**config.mk**
```make
export PLATFORM = sky130hd
export DESIGN_NAME = udh_uart_core
export DESIGN_NICKNAME = d
export VERILOG_FILES = /design/src/udh_pkg.sv /design/src/udh_fifo.sv /design/src/udh_uart_core.sv
export VERILOG_INCLUDE_DIRS = /design/src
export SDC_FILE = /design/constraint.sdc
export NUM_CORES = 1
export LEC_CHECK = 0
export BUFFER_PORTS_ARGS = -buffer_cell sky130_fd_sc_hd__buf_2
export CAP_MARGIN = 20
export CORE_AREA = 2 2 180 182
export CTS_CLUSTER_DIAMETER = 80
export DETAILED_ROUTE_END_ITERATION = 8
export DIE_AREA = 0 0 182 184
export GPL_ROUTABILITY_DRIVEN = 0
export PLACE_DENSITY = 0.83
export SLEW_MARGIN = 20
export SYNTH_ARGS = -nofsm -noshare
export SYNTH_HDL_FRONTEND = slang
export SYNTH_SLANG_ARGS = --single-unit
```
**constraint.sdc**
```tcl
create_clock -name mclk -period 5.1 [get_ports mclk]
set_clock_uncertainty 0.1 [all_clocks]
set_input_delay 0.51 -clock mclk [delete_from_list [all_inputs] [get_ports mclk]]
set_output_delay 0.51 -clock mclk [all_outputs]
set_load 0.01 [all_outputs]
```
**src/udh_regs.svh**
```systemverilog
// register offsets, field positions, reset values and timing counts
`ifndef UDH_REGS_SVH
`define UDH_REGS_SVH

// ***********************************************
// register offsets on registerAddress
// ***********************************************
`define UDH_REG_DATA     3'h0
`define UDH_REG_CTRL     3'h1
`define UDH_REG_DIVLO    3'h2
`define UDH_REG_DIVHI    3'h3
`define UDH_REG_MCTRL    3'h4
`define UDH_REG_STAT     3'h5
`define UDH_REG_THRESH   3'h6
`define UDH_REG_SPECIAL  3'h7

// ***********************************************
// field positions
// ***********************************************
`define UDH_MCTRL_INTEN  3
`define UDH_STAT_RXAVAIL 0
`define UDH_STAT_TXFULL  1
`define UDH_STAT_TXEMPTY 2
`define UDH_STAT_SPECIAL 3
`define UDH_STAT_XOFF    4
`define UDH_STAT_OVERRUN 5

// ***********************************************
// reset values and flow characters
// ***********************************************
`define UDH_CTRL_RST     8'h00
`define UDH_DIV_RST      16'h0001
`define UDH_MCTRL_RST    8'h00
`define UDH_THRESH_RST   8'h81
`define UDH_SPECIAL_RST  8'h00
`define UDH_XON_CHAR     8'h11
`define UDH_XOFF_CHAR    8'h13

// ***********************************************
// fifo sizes and timing counts
// ***********************************************
`define UDH_FIFO_DEPTH   16
`define UDH_FIFO_FULL    5'h10
`define UDH_OVS_LAST     4'hf
`define UDH_OVS_MID      4'h7
`define UDH_PRE4_LAST    2'h3

`endif

```
**src/udh_pkg.sv**
```systemverilog
// shared types of the dual style serial controller
package udh_pkg;

   // ***********************************************
   // control register layout
   // ***********************************************
   typedef struct packed {
      logic [3:0] spare;
      logic       txIntEn;
      logic       rxIntEn;
      logic       flowEn;
      logic       prescale4;
   } udh_ctrl_s;

   // ***********************************************
   // serial state machines
   // ***********************************************
   typedef enum logic [1:0] {TX_IDLE, TX_START, TX_DATA, TX_STOP} udh_tx_e;
   typedef enum logic [1:0] {RX_IDLE, RX_START, RX_DATA, RX_STOP} udh_rx_e;

endpackage : udh_pkg

```
**src/udh_fifo.sv**
```systemverilog
// sixteen byte flip-flop fifo with valid/ready on both sides
`timescale 1ns/1ps
`include "udh_regs.svh"

module udh_fifo (
   // clock, enable, reset
   input  wire logic       mclk,
   input  wire logic       clkEn,
   input  wire logic       rst,
   // fill side
   input  wire logic       wValid,
   output logic            wReady,
   input  wire logic [7:0] wData,
   // drain side
   output logic            rValid,
   input  wire logic       rReady,
   output logic [7:0]      rData,
   // fill level
   output logic [4:0]      count
);

   logic [7:0] mem_q [0:`UDH_FIFO_DEPTH-1];
   logic [3:0] wIdx_q;
   logic [3:0] rIdx_q;
   logic [4:0] count_q;
   logic       push;
   logic       pop;

   // honest flags from the fill count
   assign wReady = (count_q != `UDH_FIFO_FULL);
   assign rValid = (count_q != 5'h00);
   assign rData  = mem_q[rIdx_q];
   assign count  = count_q;
   assign push   = wValid & wReady;
   assign pop    = rValid & rReady;

   // storage needs no reset, pointers guard it
   always_ff @(posedge mclk) begin
      if (clkEn && push) begin
         mem_q[wIdx_q] <= wData;
      end
   end

   // pointers and count
   always_ff @(posedge mclk) begin
      if (rst) begin
         wIdx_q  <= 4'h0;
         rIdx_q  <= 4'h0;
         count_q <= 5'h00;
      end else if (clkEn) begin
         if (push) wIdx_q <= wIdx_q + 4'h1;
         if (pop)  rIdx_q <= rIdx_q + 4'h1;
         if (push && !pop)      count_q <= count_q + 5'h01;
         else if (pop && !push) count_q <= count_q - 5'h01;
      end
   end

endmodule : udh_fifo

```
**src/udh_uart_core.sv**
```systemverilog
// serial controller with selectable strobe or direction style host port
//
// Summary of operation
// - strobe style: chip select with separate low read and write strobes
// - direction style: chip select with one read/write direction input
// - reset pin high-active in strobe style, low-active in direction style
// - during reset transmit idles high, receive ignored, outputs at reset
// - sixteen byte transmit fifo and sixteen byte receive fifo
// - separate transmit and receive fill thresholds drive service requests
// - prescaler divides clock by one or four before the divisor
// - sixteen times oversampling clock times transmit and receive bits
// - xon/xoff pause and resume transmit; detect a programmable special character
// - strobe style host uses read strobe, write strobe and chip select
// - direction style ignores read strobe; only chip select and direction used
// - falling read strobe starts read of addressed register, byte then driven
// - falling write strobe begins write; rising edge stores the byte
// - direction input high requests read, low requests write
// - strobe style interrupt high, enabled by bit 3; else open-drain low
`timescale 1ns/1ps
`include "udh_regs.svh"

module udh_uart_core (
   // clock, enable, system reset
   input  wire logic       mclk,
   input  wire logic       clkEn,
   input  wire logic       rst,
   // host bus style and reset pin
   input  wire logic       busStyleSel,
   input  wire logic       hostResetPin,
   // host bus strobes and address
   input  wire logic       chipSelN,
   input  wire logic       readStrobeN,
   input  wire logic       writeStrobeN,
   input  wire logic [2:0] registerAddress,
   // host data bus, split two-way pin
   input  wire logic [7:0] dataIn,
   output logic [7:0]      dataOut,
   output logic            dataOe,
   // interrupt pin, split three-state pin
   output logic            intOut,
   output logic            intOe,
   // serial lines
   output logic            txd,
   input  wire logic       rxd
);

   // ***********************************************
   // host pin synchronisers and reset
   // ***********************************************
   logic [3:0] pinMeta_q;
   logic [3:0] pinSync_q;
   logic       rdPrev_q;
   logic       wrPrev_q;
   logic       resetLvl;
   logic       hostRst;
   logic       coreRst;
   logic       csAct;
   logic       rdAct;
   logic       wrAct;
   logic       rdStart;
   logic       wrDone;

   // two flop sync; first stage read by second only
   always_ff @(posedge mclk) begin
      if (rst) begin
         pinMeta_q <= 4'h7;
         pinSync_q <= 4'h7;
      end else if (clkEn) begin
         pinMeta_q <= {hostResetPin, chipSelN, readStrobeN, writeStrobeN};
         pinSync_q <= pinMeta_q;
      end
   end

   // reset polarity follows the bus style
   assign resetLvl = pinSync_q[3];
   assign hostRst  = busStyleSel ? resetLvl : ~resetLvl;
   assign coreRst  = rst | hostRst;

   assign csAct = ~pinSync_q[2];
   // strobe style reads on a low read strobe; direction style ignores it, direction high reads
   assign rdAct = busStyleSel ? (csAct & ~pinSync_q[1]) : (csAct & pinSync_q[0]);
   // write strobe low, or direction low, writes
   assign wrAct = csAct & ~pinSync_q[0];
   // read begins on the leading edge
   assign rdStart = rdAct & ~rdPrev_q;
   // write lands on the trailing edge
   assign wrDone  = ~wrAct & wrPrev_q;

   // edge history of the access levels
   always_ff @(posedge mclk) begin
      if (coreRst) begin
         rdPrev_q <= 1'b0;
         wrPrev_q <= 1'b0;
      end else if (clkEn) begin
         rdPrev_q <= rdAct;
         wrPrev_q <= wrAct;
      end
   end

   // ***********************************************
   // registers
   // ***********************************************
   udh_pkg::udh_ctrl_s ctrl_q;
   logic [15:0] divisor_q;
   logic [7:0]  mctrl_q;
   logic [7:0]  thresh_q;
   logic [7:0]  special_q;
   logic [7:0]  dataOut_q;
   logic [7:0]  readVal;
   logic [7:0]  statVal;
   logic        specialFlag_q;
   logic        overrun_q;
   logic        xoffHeld_q;
   logic        wrData;
   logic        rdData;
   logic        rdStat;
   logic        specialHit;
   logic        overrunHit;
   logic        xonHit;
   logic        xoffHit;

   // write and read selects
   assign wrData = wrDone  && (registerAddress == `UDH_REG_DATA);
   assign rdData = rdStart && (registerAddress == `UDH_REG_DATA);
   assign rdStat = rdStart && (registerAddress == `UDH_REG_STAT);

   // config registers; data bus captured as the write ends
   always_ff @(posedge mclk) begin
      if (coreRst) begin
         ctrl_q    <= `UDH_CTRL_RST;
         divisor_q <= `UDH_DIV_RST;
         mctrl_q   <= `UDH_MCTRL_RST;
         thresh_q  <= `UDH_THRESH_RST;
         special_q <= `UDH_SPECIAL_RST;
      end else if (clkEn && wrDone) begin
         if (registerAddress == `UDH_REG_CTRL)         ctrl_q          <= dataIn;
         else if (registerAddress == `UDH_REG_DIVLO)   divisor_q[7:0]  <= dataIn;
         else if (registerAddress == `UDH_REG_DIVHI)   divisor_q[15:8] <= dataIn;
         else if (registerAddress == `UDH_REG_MCTRL)   mctrl_q         <= dataIn;
         else if (registerAddress == `UDH_REG_THRESH)  thresh_q        <= dataIn;
         else if (registerAddress == `UDH_REG_SPECIAL) special_q       <= dataIn;
      end
   end

   // sticky flags; a set in the clearing cycle wins
   always_ff @(posedge mclk) begin
      if (coreRst) begin
         specialFlag_q <= 1'b0;
         overrun_q     <= 1'b0;
         xoffHeld_q    <= 1'b0;
      end else if (clkEn) begin
         specialFlag_q <= specialHit | (specialFlag_q & ~rdStat);
         overrun_q     <= overrunHit | (overrun_q & ~rdStat);
         xoffHeld_q    <= ctrl_q.flowEn & (xoffHit | (xoffHeld_q & ~xonHit));
      end
   end

   // ***********************************************
   // fifos
   // ***********************************************
   logic       txRValid;
   logic       txPop;
   logic [7:0] txRData;
   logic [4:0] txCount;
   logic       txWReady;
   logic       rxRValid;
   logic [7:0] rxRData;
   logic [4:0] rxCount;
   logic       rxWReady;
   logic       rxPush_q;
   logic [7:0] rxByte_q;

   // transmit fifo; a write to a full fifo is dropped
   udh_fifo txFifo (
      .mclk   (mclk),
      .clkEn  (clkEn),
      .rst    (coreRst),
      .wValid (wrData),
      .wReady (txWReady),
      .wData  (dataIn),
      .rValid (txRValid),
      .rReady (txPop),
      .rData  (txRData),
      .count  (txCount)
   );

   // receive fifo, drained by data register reads
   udh_fifo rxFifo (
      .mclk   (mclk),
      .clkEn  (clkEn),
      .rst    (coreRst),
      .wValid (rxPush_q),
      .wReady (rxWReady),
      .wData  (rxByte_q),
      .rValid (rxRValid),
      .rReady (rdData),
      .rData  (rxRData),
      .count  (rxCount)
   );

   // status word
   assign statVal = {2'b00, overrun_q, xoffHeld_q, specialFlag_q,
                     (txCount == 5'h00), ~txWReady, rxRValid};

   // read mux, sampled at the leading edge
   always_comb begin
      if (registerAddress == `UDH_REG_DATA)         readVal = rxRData;
      else if (registerAddress == `UDH_REG_CTRL)    readVal = ctrl_q;
      else if (registerAddress == `UDH_REG_DIVLO)   readVal = divisor_q[7:0];
      else if (registerAddress == `UDH_REG_DIVHI)   readVal = divisor_q[15:8];
      else if (registerAddress == `UDH_REG_MCTRL)   readVal = mctrl_q;
      else if (registerAddress == `UDH_REG_STAT)    readVal = statVal;
      else if (registerAddress == `UDH_REG_THRESH)  readVal = thresh_q;
      else                                          readVal = special_q;
   end

   // hold the read byte for the rest of the strobe
   always_ff @(posedge mclk) begin
      if (coreRst) dataOut_q <= 8'h00;
      else if (clkEn && rdStart) dataOut_q <= readVal;
   end
   assign dataOut = dataOut_q;
   assign dataOe  = rdAct & ~coreRst;

   // ***********************************************
   // interrupt pin
   // ***********************************************
   logic irq;
   // thresholds: rx at or above, tx at or below
   assign irq = (ctrl_q.rxIntEn & (rxCount >= {1'b0, thresh_q[3:0]}))
              | (ctrl_q.txIntEn & (txCount <= {1'b0, thresh_q[7:4]}))
              | specialFlag_q;
   // active high gated by bit 3, or open-drain low
   assign intOut = busStyleSel ? irq : 1'b0;
   assign intOe  = busStyleSel ? mctrl_q[`UDH_MCTRL_INTEN] : irq;

   // ***********************************************
   // baud generator
   // ***********************************************
   logic [1:0]  pre_q;
   logic [15:0] divCnt_q;
   logic [15:0] divLast;
   logic        preTick;
   logic        tick16;

   assign preTick = ctrl_q.prescale4 ? (pre_q == `UDH_PRE4_LAST) : 1'b1;
   // divisor of zero treated as one
   assign divLast = (divisor_q == 16'h0000) ? 16'h0000 : divisor_q - 16'h0001;
   // at or above, so a divisor lowered mid-count never strands the counter
   assign tick16  = preTick && (divCnt_q >= divLast);

   always_ff @(posedge mclk) begin
      if (coreRst) begin
         pre_q    <= 2'h0;
         divCnt_q <= 16'h0000;
      end else if (clkEn) begin
         pre_q <= pre_q + 2'h1;
         if (tick16) divCnt_q <= 16'h0000;
         else if (preTick) divCnt_q <= divCnt_q + 16'h0001;
      end
   end

   // ***********************************************
   // transmitter
   // ***********************************************
   udh_pkg::udh_tx_e txState_q;
   logic [3:0] txTick_q;
   logic [2:0] txBit_q;
   logic [7:0] txShift_q;
   logic       txd_q;
   logic       txGo;

   // no new byte starts while paused
   assign txGo  = tick16 && txRValid && !xoffHeld_q;
   assign txPop = (txState_q == udh_pkg::TX_IDLE) && txGo;
   assign txd   = txd_q;

   always_ff @(posedge mclk) begin
      if (coreRst) begin
         txState_q <= udh_pkg::TX_IDLE;
         txTick_q  <= 4'h0;
         txBit_q   <= 3'h0;
         txShift_q <= 8'h00;
         txd_q     <= 1'b1;
      end else if (clkEn && tick16) begin
         txTick_q <= txTick_q + 4'h1;
         case (txState_q)
            udh_pkg::TX_IDLE: begin
               txTick_q <= 4'h0;
               if (txPop) begin
                  txShift_q <= txRData;
                  txd_q     <= 1'b0;
                  txState_q <= udh_pkg::TX_START;
               end
            end
            udh_pkg::TX_START: begin
               if (txTick_q == `UDH_OVS_LAST) begin
                  txd_q     <= txShift_q[0];
                  txBit_q   <= 3'h0;
                  txState_q <= udh_pkg::TX_DATA;
               end
            end
            udh_pkg::TX_DATA: begin
               if (txTick_q == `UDH_OVS_LAST) begin
                  txShift_q <= {1'b0, txShift_q[7:1]};
                  txBit_q   <= txBit_q + 3'h1;
                  txd_q     <= (txBit_q == 3'h7) ? 1'b1 : txShift_q[1];
                  if (txBit_q == 3'h7) txState_q <= udh_pkg::TX_STOP;
               end
            end
            default: begin
               if (txTick_q == `UDH_OVS_LAST) txState_q <= udh_pkg::TX_IDLE;
            end
         endcase
      end
   end

   // ***********************************************
   // receiver
   // ***********************************************
   udh_pkg::udh_rx_e rxState_q;
   logic [3:0] rxTick_q;
   logic [2:0] rxBit_q;
   logic [7:0] rxShift_q;
   logic       rxMeta_q;
   logic       rxIn_q;
   logic       frameOk;
   logic       isFlowChar;

   // a good stop bit closes the frame
   assign frameOk    = tick16 && (rxState_q == udh_pkg::RX_STOP)
                     && (rxTick_q == `UDH_OVS_LAST) && rxIn_q;
   // flow characters are consumed, not stored
   assign xonHit     = frameOk && ctrl_q.flowEn && (rxShift_q == `UDH_XON_CHAR);
   assign xoffHit    = frameOk && ctrl_q.flowEn && (rxShift_q == `UDH_XOFF_CHAR);
   assign isFlowChar = xonHit | xoffHit;
   assign specialHit = frameOk && (rxShift_q == special_q);
   assign overrunHit = rxPush_q && !rxWReady;

   always_ff @(posedge mclk) begin
      if (coreRst) begin
         rxMeta_q <= 1'b1;
         rxIn_q   <= 1'b1;
         rxPush_q <= 1'b0;
         rxByte_q <= 8'h00;
      end else if (clkEn) begin
         rxMeta_q <= rxd;
         rxIn_q   <= rxMeta_q;
         rxPush_q <= frameOk && !isFlowChar;
         if (frameOk) rxByte_q <= rxShift_q;
      end
   end

   // start checked mid bit, data sampled each sixteen ticks
   always_ff @(posedge mclk) begin
      if (coreRst) begin
         rxState_q <= udh_pkg::RX_IDLE;
         rxTick_q  <= 4'h0;
         rxBit_q   <= 3'h0;
         rxShift_q <= 8'h00;
      end else if (clkEn && tick16) begin
         rxTick_q <= rxTick_q + 4'h1;
         case (rxState_q)
            udh_pkg::RX_IDLE: begin
               rxTick_q <= 4'h0;
               if (!rxIn_q) rxState_q <= udh_pkg::RX_START;
            end
            udh_pkg::RX_START: begin
               if (rxTick_q == `UDH_OVS_MID) begin
                  rxTick_q  <= 4'h0;
                  rxBit_q   <= 3'h0;
                  rxState_q <= rxIn_q ? udh_pkg::RX_IDLE : udh_pkg::RX_DATA;
               end
            end
            udh_pkg::RX_DATA: begin
               if (rxTick_q == `UDH_OVS_LAST) begin
                  rxShift_q <= {rxIn_q, rxShift_q[7:1]};
                  rxBit_q   <= rxBit_q + 3'h1;
                  if (rxBit_q == 3'h7) rxState_q <= udh_pkg::RX_STOP;
               end
            end
            default: begin
               if (rxTick_q == `UDH_OVS_LAST) rxState_q <= udh_pkg::RX_IDLE;
            end
         endcase
      end
   end

endmodule : udh_uart_core

```
Yosys cells after proc, flatten, opt, wreduce, memory -nomap -nowiden --
Memories as Yosys holds them, arrays and structs flattened. A register that Yosys moved wholly into a read port is not among the register bits. Cells that the tools add are included.
Storage, ports and cells: register bits 159, bits in latches 0, memory bits (writable) 256, bits in read-only memories 0, input port bits 20, output and inout port bits 12, memories 2
Cells by class: $add $sub $neg 15, $mul 0, div/mod/pow operators 0, $lt $le $gt $ge 3, equal/unequal tests 31, shift-type cells 0, mux-type cells 57, bitwise operators 38, reductions and logical operators 69
Memories:
- rxFifo.mem_q | depth 16, width 8, read ports 1, clocked after Yosys merged registers in 1, wr ports 1, RTL line udh_fifo.sv:22 | logic [7:0] mem_q [0:`UDH_FIFO_DEPTH-1];
- txFifo.mem_q | depth 16, width 8, read ports 1, clocked after Yosys merged registers in 1, wr ports 1, RTL line udh_fifo.sv:22
Operator list (number):
- $mux 8 | 9
- $mux 16 | 3
- $logic_and 1x1->1 | 25
- $add 4x1->4 const B | 6
- $mux 4 | 6
- $mux 2 | 11
- $mux 5 | 4
- $eq 3x3->1 const B | 6
- $reduce_and 2->1 | 9
- $reduce_and 6->1 | 3
- $add 16x1->16 const B | 1
- $and 1x1->1 | 16
- $eq 8x5->1 const B | 2
- $ge 16x16->1 | 1
- $logic_not 16->1 | 1
- $pmux 8 s2 | 1
- $reduce_and 4->1 | 4
- $sub 16x1->16 const B | 1
- $not 1->1 | 15
- $ne 2x2->1 const B | 7
- $reduce_bool 2->1 | 7
- $mux 1 | 13
- $mux 3 | 4
- $pmux 2 s3 | 2
- 28 further kinds | 56

Depth between registers and ports, before layout --
depth in word-level cells 13, depth in mapped cells 21, gate-level depth less buffers 21

Cells and area by module --
From an unflattened synthesis, not the netlist that was laid out.
Unflattened totals: cells, all modules 1427, area, all modules 18630.4 um^2
Modules (own cells, without submodules):
- udh_fifo | times used 2, cells an instance 312, area each 5776.8 um^2
- udh_uart_core | times used 1, cells an instance 803, area each 7076.8 um^2

Worst setup path after synthesis --
Ideal clock, no wire load.
path type reg2reg, start reg divisor_q[9], end reg txFifo.count_q[4], in the netlist txFifo.count[4], setup time 0.128 ns, arrival 4.367 ns, setup slack 0.506 ns, cell stages (with the launch flop) 20, cells stage by stage dfxtp_1 -> or4_1 -> nor3_1 -> nand4_1 -> and2_1 -> ha_1 -> nand2b_1 -> a2111o_1 -> a32oi_2 -> nand2_1 -> nand4_1 -> ha_1 -> inv_1 -> fa_1 -> a21o_1 -> a21oi_1 -> xnor2_1 -> nand2_1 -> xnor2_1 -> nor2_1
On the way: longest elaborated chain between the ends 12, elaborated cells between the ends (all ways) 15, classes of those cells add/sub: 1; order compare: 1; mux: 2; bitwise: 1; reduce/logical: 10
RTL lines:
- start, declared | RTL line udh_uart_core.sv:104 | logic [15:0] divisor_q;
- start signal, assigned | RTL line udh_uart_core.sv:131 | divisor_q <= `UDH_DIV_RST;
- start signal, assigned | RTL line udh_uart_core.sv:138 | else if (registerAddress == `UDH_REG_DIVHI) divisor_q[15:8] <= dataIn;
- $sub 16x1->16 or $logic_not 16->1 (tied branches) | RTL line udh_uart_core.sv:248 | assign divLast = (divisor_q == 16'h0000) ? 16'h0000 : divisor_q - 16'h0001;
- $mux 16 * | RTL line udh_uart_core.sv:248
- $ge 16x16->1 * | RTL line udh_uart_core.sv:250 | assign tick16 = preTick && (divCnt_q >= divLast);
- $logic_and 1x1->1 * | RTL line udh_uart_core.sv:250
- $logic_and 1x1->1 * (2 in series) | RTL line udh_uart_core.sv:274 | assign txGo = tick16 && txRValid && !xoffHeld_q;
- $logic_and 1x1->1 * | RTL line udh_uart_core.sv:275 | assign txPop = (txState_q == udh_pkg::TX_IDLE) && txGo;
- $and 1x1->1 * | RTL line udh_fifo.sv:35 | assign pop = rValid & rReady;
- $logic_not 1->1 | RTL line udh_fifo.sv:53 | if (push && !pop) count_q <= count_q + 5'h01;
- $logic_and 1x1->1 | RTL line udh_fifo.sv:53
- $reduce_bool 2->1 (no line)
- $reduce_and 2->1 (no line)
- end signal, assigned | RTL line udh_fifo.sv:53
- end signal, assigned | RTL line udh_fifo.sv:54 | else if (pop && !push) count_q <= count_q - 5'h01;
- end, declared | RTL line udh_fifo.sv:25 | logic [4:0] count_q;
Mark *: on every way between the ends. The rest lies on a longest branch, timed or not. A chain may end at the register's enable or synchronous reset.

Worst setup path in the final report --
Same ends and word-level chain as after synthesis.

==> results.md <==
* Run status: completed
* Mapped Cells at 1,389
* Clock Sinks at 423
* Die Y at 184 um
* TritonCTS clock tree: yes
* Routed Antenna Nets at 0
* Syn_nets at 1,467
* Root buffer cell: clkbuf_16
* Final setup viols at 0
* Final worst slack at 0.3776 ns
* Critical Path, Cell by Cell: or4_1 -> nor3_1 -> nand4_1 -> and2_1 -> ha_1 -> nand2b_1 -> a2111o_1 -> a32oi_2 -> nand2_1 -> nand4_1 -> ha_1 -> inv_1 -> fa_1 -> a21o_1 -> a21oi_1 -> xnor2_1 -> nand2_1 -> xnor2_1 -> nor2_1
* Gr usage total at 0.2507
* Setup WS pre-CTS at 0.4540 ns
* Largest net degree at the start of global routing at 73
* Synthesized area at 18,640 um2
* Number of max-cap violations at 0
* Worst hold margin at 0.07425 ns
* Die area at 33,490 um2
* Layout filler cell count at 2,156
* Final Core Density at 0.6589
* Ant. Diodes at 0
* DP HPWL at 26.57 mm
* Clock-pin slew on the worst setup and hold paths at 0.07 ns
* DRC violations left at 0
* Tcrit/Tclk final at 0.9260
* Final Hold Viols at 0
* Worst setup EP type: flop
* Yosys reg bits at 423
* Setup tns final at 0 ns
* Htree depth at 2
* Final net count at 1,491
* Critical path type: reg2reg
* Peak VDD IR at 0.0002935 V
* Drt pass-1 iters at 5
* Ys Warns at 0
* Skew-Pair Late Insertion Delay at 0.55 ns
* Worst Tran Pin Value at 1.047 ns
* Final Max Slew Viols at 0
* First-pass GRT wire length at 64.74 mm
* Crit path DAT at 5.03 ns
* FFs w/ async S/R, synth at 0
* Hold Path Class: in2reg
* Distinct cells, synth at 74
* Post-synth EDFFs at 256
* Post-synth top flop: edfxtp_1
* Row count at 65
* Cts bufs inserted at 43
* Critical Path RT at 5.41 ns
* Critical path fanouts, max at 7
* CP top delay family: simple AND/OR/NAND/NOR gates
* Initial Utilization at 0.5939
* Bufs and invs on worst path at 1
* Total number of vias at 11,554
* Area delta synth->final at 10.95%
* Core Area at 31,390 um2
* FMAX at 211.8 MHz
* Initial antenna violation count at 0
* Number of global-route vias before repair at 11,564
* Fraction of layout cells with a size suffix above 1 at 0.1381
* Crit-path slowest cell: or4_1
* Post-Syn Area per Cell at 13.42 um2
* Final min period at 4.722 ns
* Grt ovf at 0
* LEAKAGE at 7.398 nW
* CTS Buffer Depth at 3
* Power per cell area at 349.4 nW/um2
* IO Port Bufs at 31
* DRT iter0 DRCs at 1,206
* Detailed-route wire length at 41.42 mm
* Reg2Reg Setup Slack at 0.38 ns
* Sequential-to-total area share from yosys stat at 0.5916
* CP max stage delay at 0.58 ns
* Die W at 182 um
* Worst slew margin at 0.3023
* Crit start category: flop
* Via/cell ratio at 6.245
* Io pins at 32
* WL per Instance at 22.39 um
* RSZ-0062 raised after global routing: false
* Post-CTS Hold Fix Bufs at 0
==> placed cells by master, fill, tap and decap left out, drive strengths merged, types with 10 or more instances in the layout <==
master  count
edfxtp    256
dfxtp     167
nor2      147
nand2      97
mux2i      94
mux4       84
ha         56
clkbuf     49
a21oi      48
buf        45
o21ai      39
nand3      37
inv        37
xor2       32
and2       30
xnor2      24
nor3       20
nand4      18
clkinv     13
nor2b      12
a211oi     11
bufinv     11
and3       10
nand2b     10
==> cell usage after synthesis, types with 4 or more instances <==
master | number | share of area
and4_1 | 5 | 0.0023
nand3_1 | 37 | 0.0099
a211oi_1 | 11 | 0.0044
clkbuf_1 | 38 | 0.0077
edfxtp_1 | 256 | 0.41
buf_2 | 14 | 0.0038
o22ai_1 | 5 | 0.0017
and3_1 | 10 | 0.0034
a21oi_1 | 46 | 0.012
nor2_1 | 145 | 0.029
or3_1 | 4 | 0.0013
nand4_1 | 18 | 0.0060
buf_1 | 7 | 0.0014
a21o_1 | 8 | 0.0032
xor2_1 | 32 | 0.015
mux2i_1 | 94 | 0.050
ha_1 | 56 | 0.038
xnor2_1 | 24 | 0.011
mux4_2 | 66 | 0.080
o21ai_0 | 38 | 0.010
nand3b_1 | 7 | 0.0028
o31ai_1 | 7 | 0.0028
inv_1 | 33 | 0.0066
a31oi_1 | 4 | 0.0013
nand2_1 | 97 | 0.020
nand2b_1 | 10 | 0.0034
dfxtp_1 | 167 | 0.18
mux4_1 | 18 | 0.025
and2_1 | 30 | 0.010
nor4_1 | 6 | 0.0020
o211ai_1 | 5 | 0.0020
nor3_1 | 17 | 0.0046
nor2b_1 | 12 | 0.0040
==> worst register-to-register path, cell delays in order, from the launching register on <==
cell and delay, ns:
dfxtp_1 0.38, or4_1 0.58, nor3_1 0.27, nand4_1 0.15, and2_1 0.20, ha_1 0.26, nand2b_1 0.15, a2111o_1 0.45
a32oi_2 0.27, nand2_1 0.16, nand4_1 0.13, ha_1 0.17, inv_1 0.11, fa_1 0.41, a21o_1 0.17, a21oi_1 0.17
xnor2_1 0.13, nand2_1 0.08, xnor2_1 0.18, nor2_1 0.06
==> per-stage QoR <==
| stage | cells | cell area (um2) | total power, mW |
|---|---|---|---|
| 4_1_cts | 1850 | 20680 | 7.260 |
| 5_1_grt | 1850 | 20680 | 7.396 |
| 6_report | 1850 | 20680 | 7.227 |
| 3_5_place_dp | 1770 | 19110 | 3.810 |
| 3_3_place_gp | 1770 | 19110 | 3.807 |
| 2_1_floorplan | 1389 | 18640 | 3.754 |
==> registers in the layout (all words and copies together), names as in the netlist, 5 cells and up, named ones only <==
register      count
rxFifo.count      5
txShift_q         8
txFifo.mem_q    128
dataOut           8
rxByte_q          8
thresh_q          8
txFifo.count      5
rxShift_q         8
divisor_q        16
rxFifo.mem_q    128
mctrl_q           8
special_q         8
ctrl_q            8
divCnt_q         16
==> power breakdown <==
group	total [mW]	internal [mW]	switching, mW
registers	3.61	3.60	0.00297
logic	0.132	0.0298	0.102
clock network	3.49	2.13	1.36
==> routing by layer <==
layer / track usage / wire length, um / vias to the layer above
li1: - / - / 5261
met1: 0.3369 / 17180 / 5749
met2: 0.4156 / 20110 / 451
met3: 0.04319 / 2811 / 93
met4: 0.09032 / 1318 / 0
met5: 0 / 0 / -
==> worst paths after layout <==
check | cells after the start | start | endpoint
setup / recovery | 19 | divisor_q[9] | txFifo.count[4]
hold / removal | 3 | readStrobeN | pinMeta_q[1]
setup reg to reg | 19 | divisor_q[9] | txFifo.count[4]
hold reg to reg | 2 | dataOut[7] | dataOut[7]
==> cell families (layout without fill, tap and decap cells) <==
kind of cell             Yosys count  after routing  synth area share
AO/OA/AOI/OAI                    153            153           0.05349
AND/OR/NAND/NOR                  419            419            0.1080
adder cells (fa/ha/maj)           58             58           0.03973
XOR/XNOR                          56             56           0.02631
multiplexers                     181            181            0.1574
buffers and inverters             99            158           0.02342
flip-flops                       423            423            0.5916
==> timing repair <==
action / in CTS / in global routing
setup endpoints to repair: 0 / 1
resized for setup: 0 / 1
buffers inserted: 0 / 0
==> final cells by class <==
type                       count  area, um2  area share
timing repair buffer          45      260.3     0.01258
clock buffer                  49       1099     0.05311
multi-input combinational    867       7193      0.3478
clock inverter                31      471.7     0.02280
sequential                   423      11030      0.5334
tap                          402      503.0     0.02432
inverter                      33      123.9    0.005988
Power figures use the tool's default switching activity.
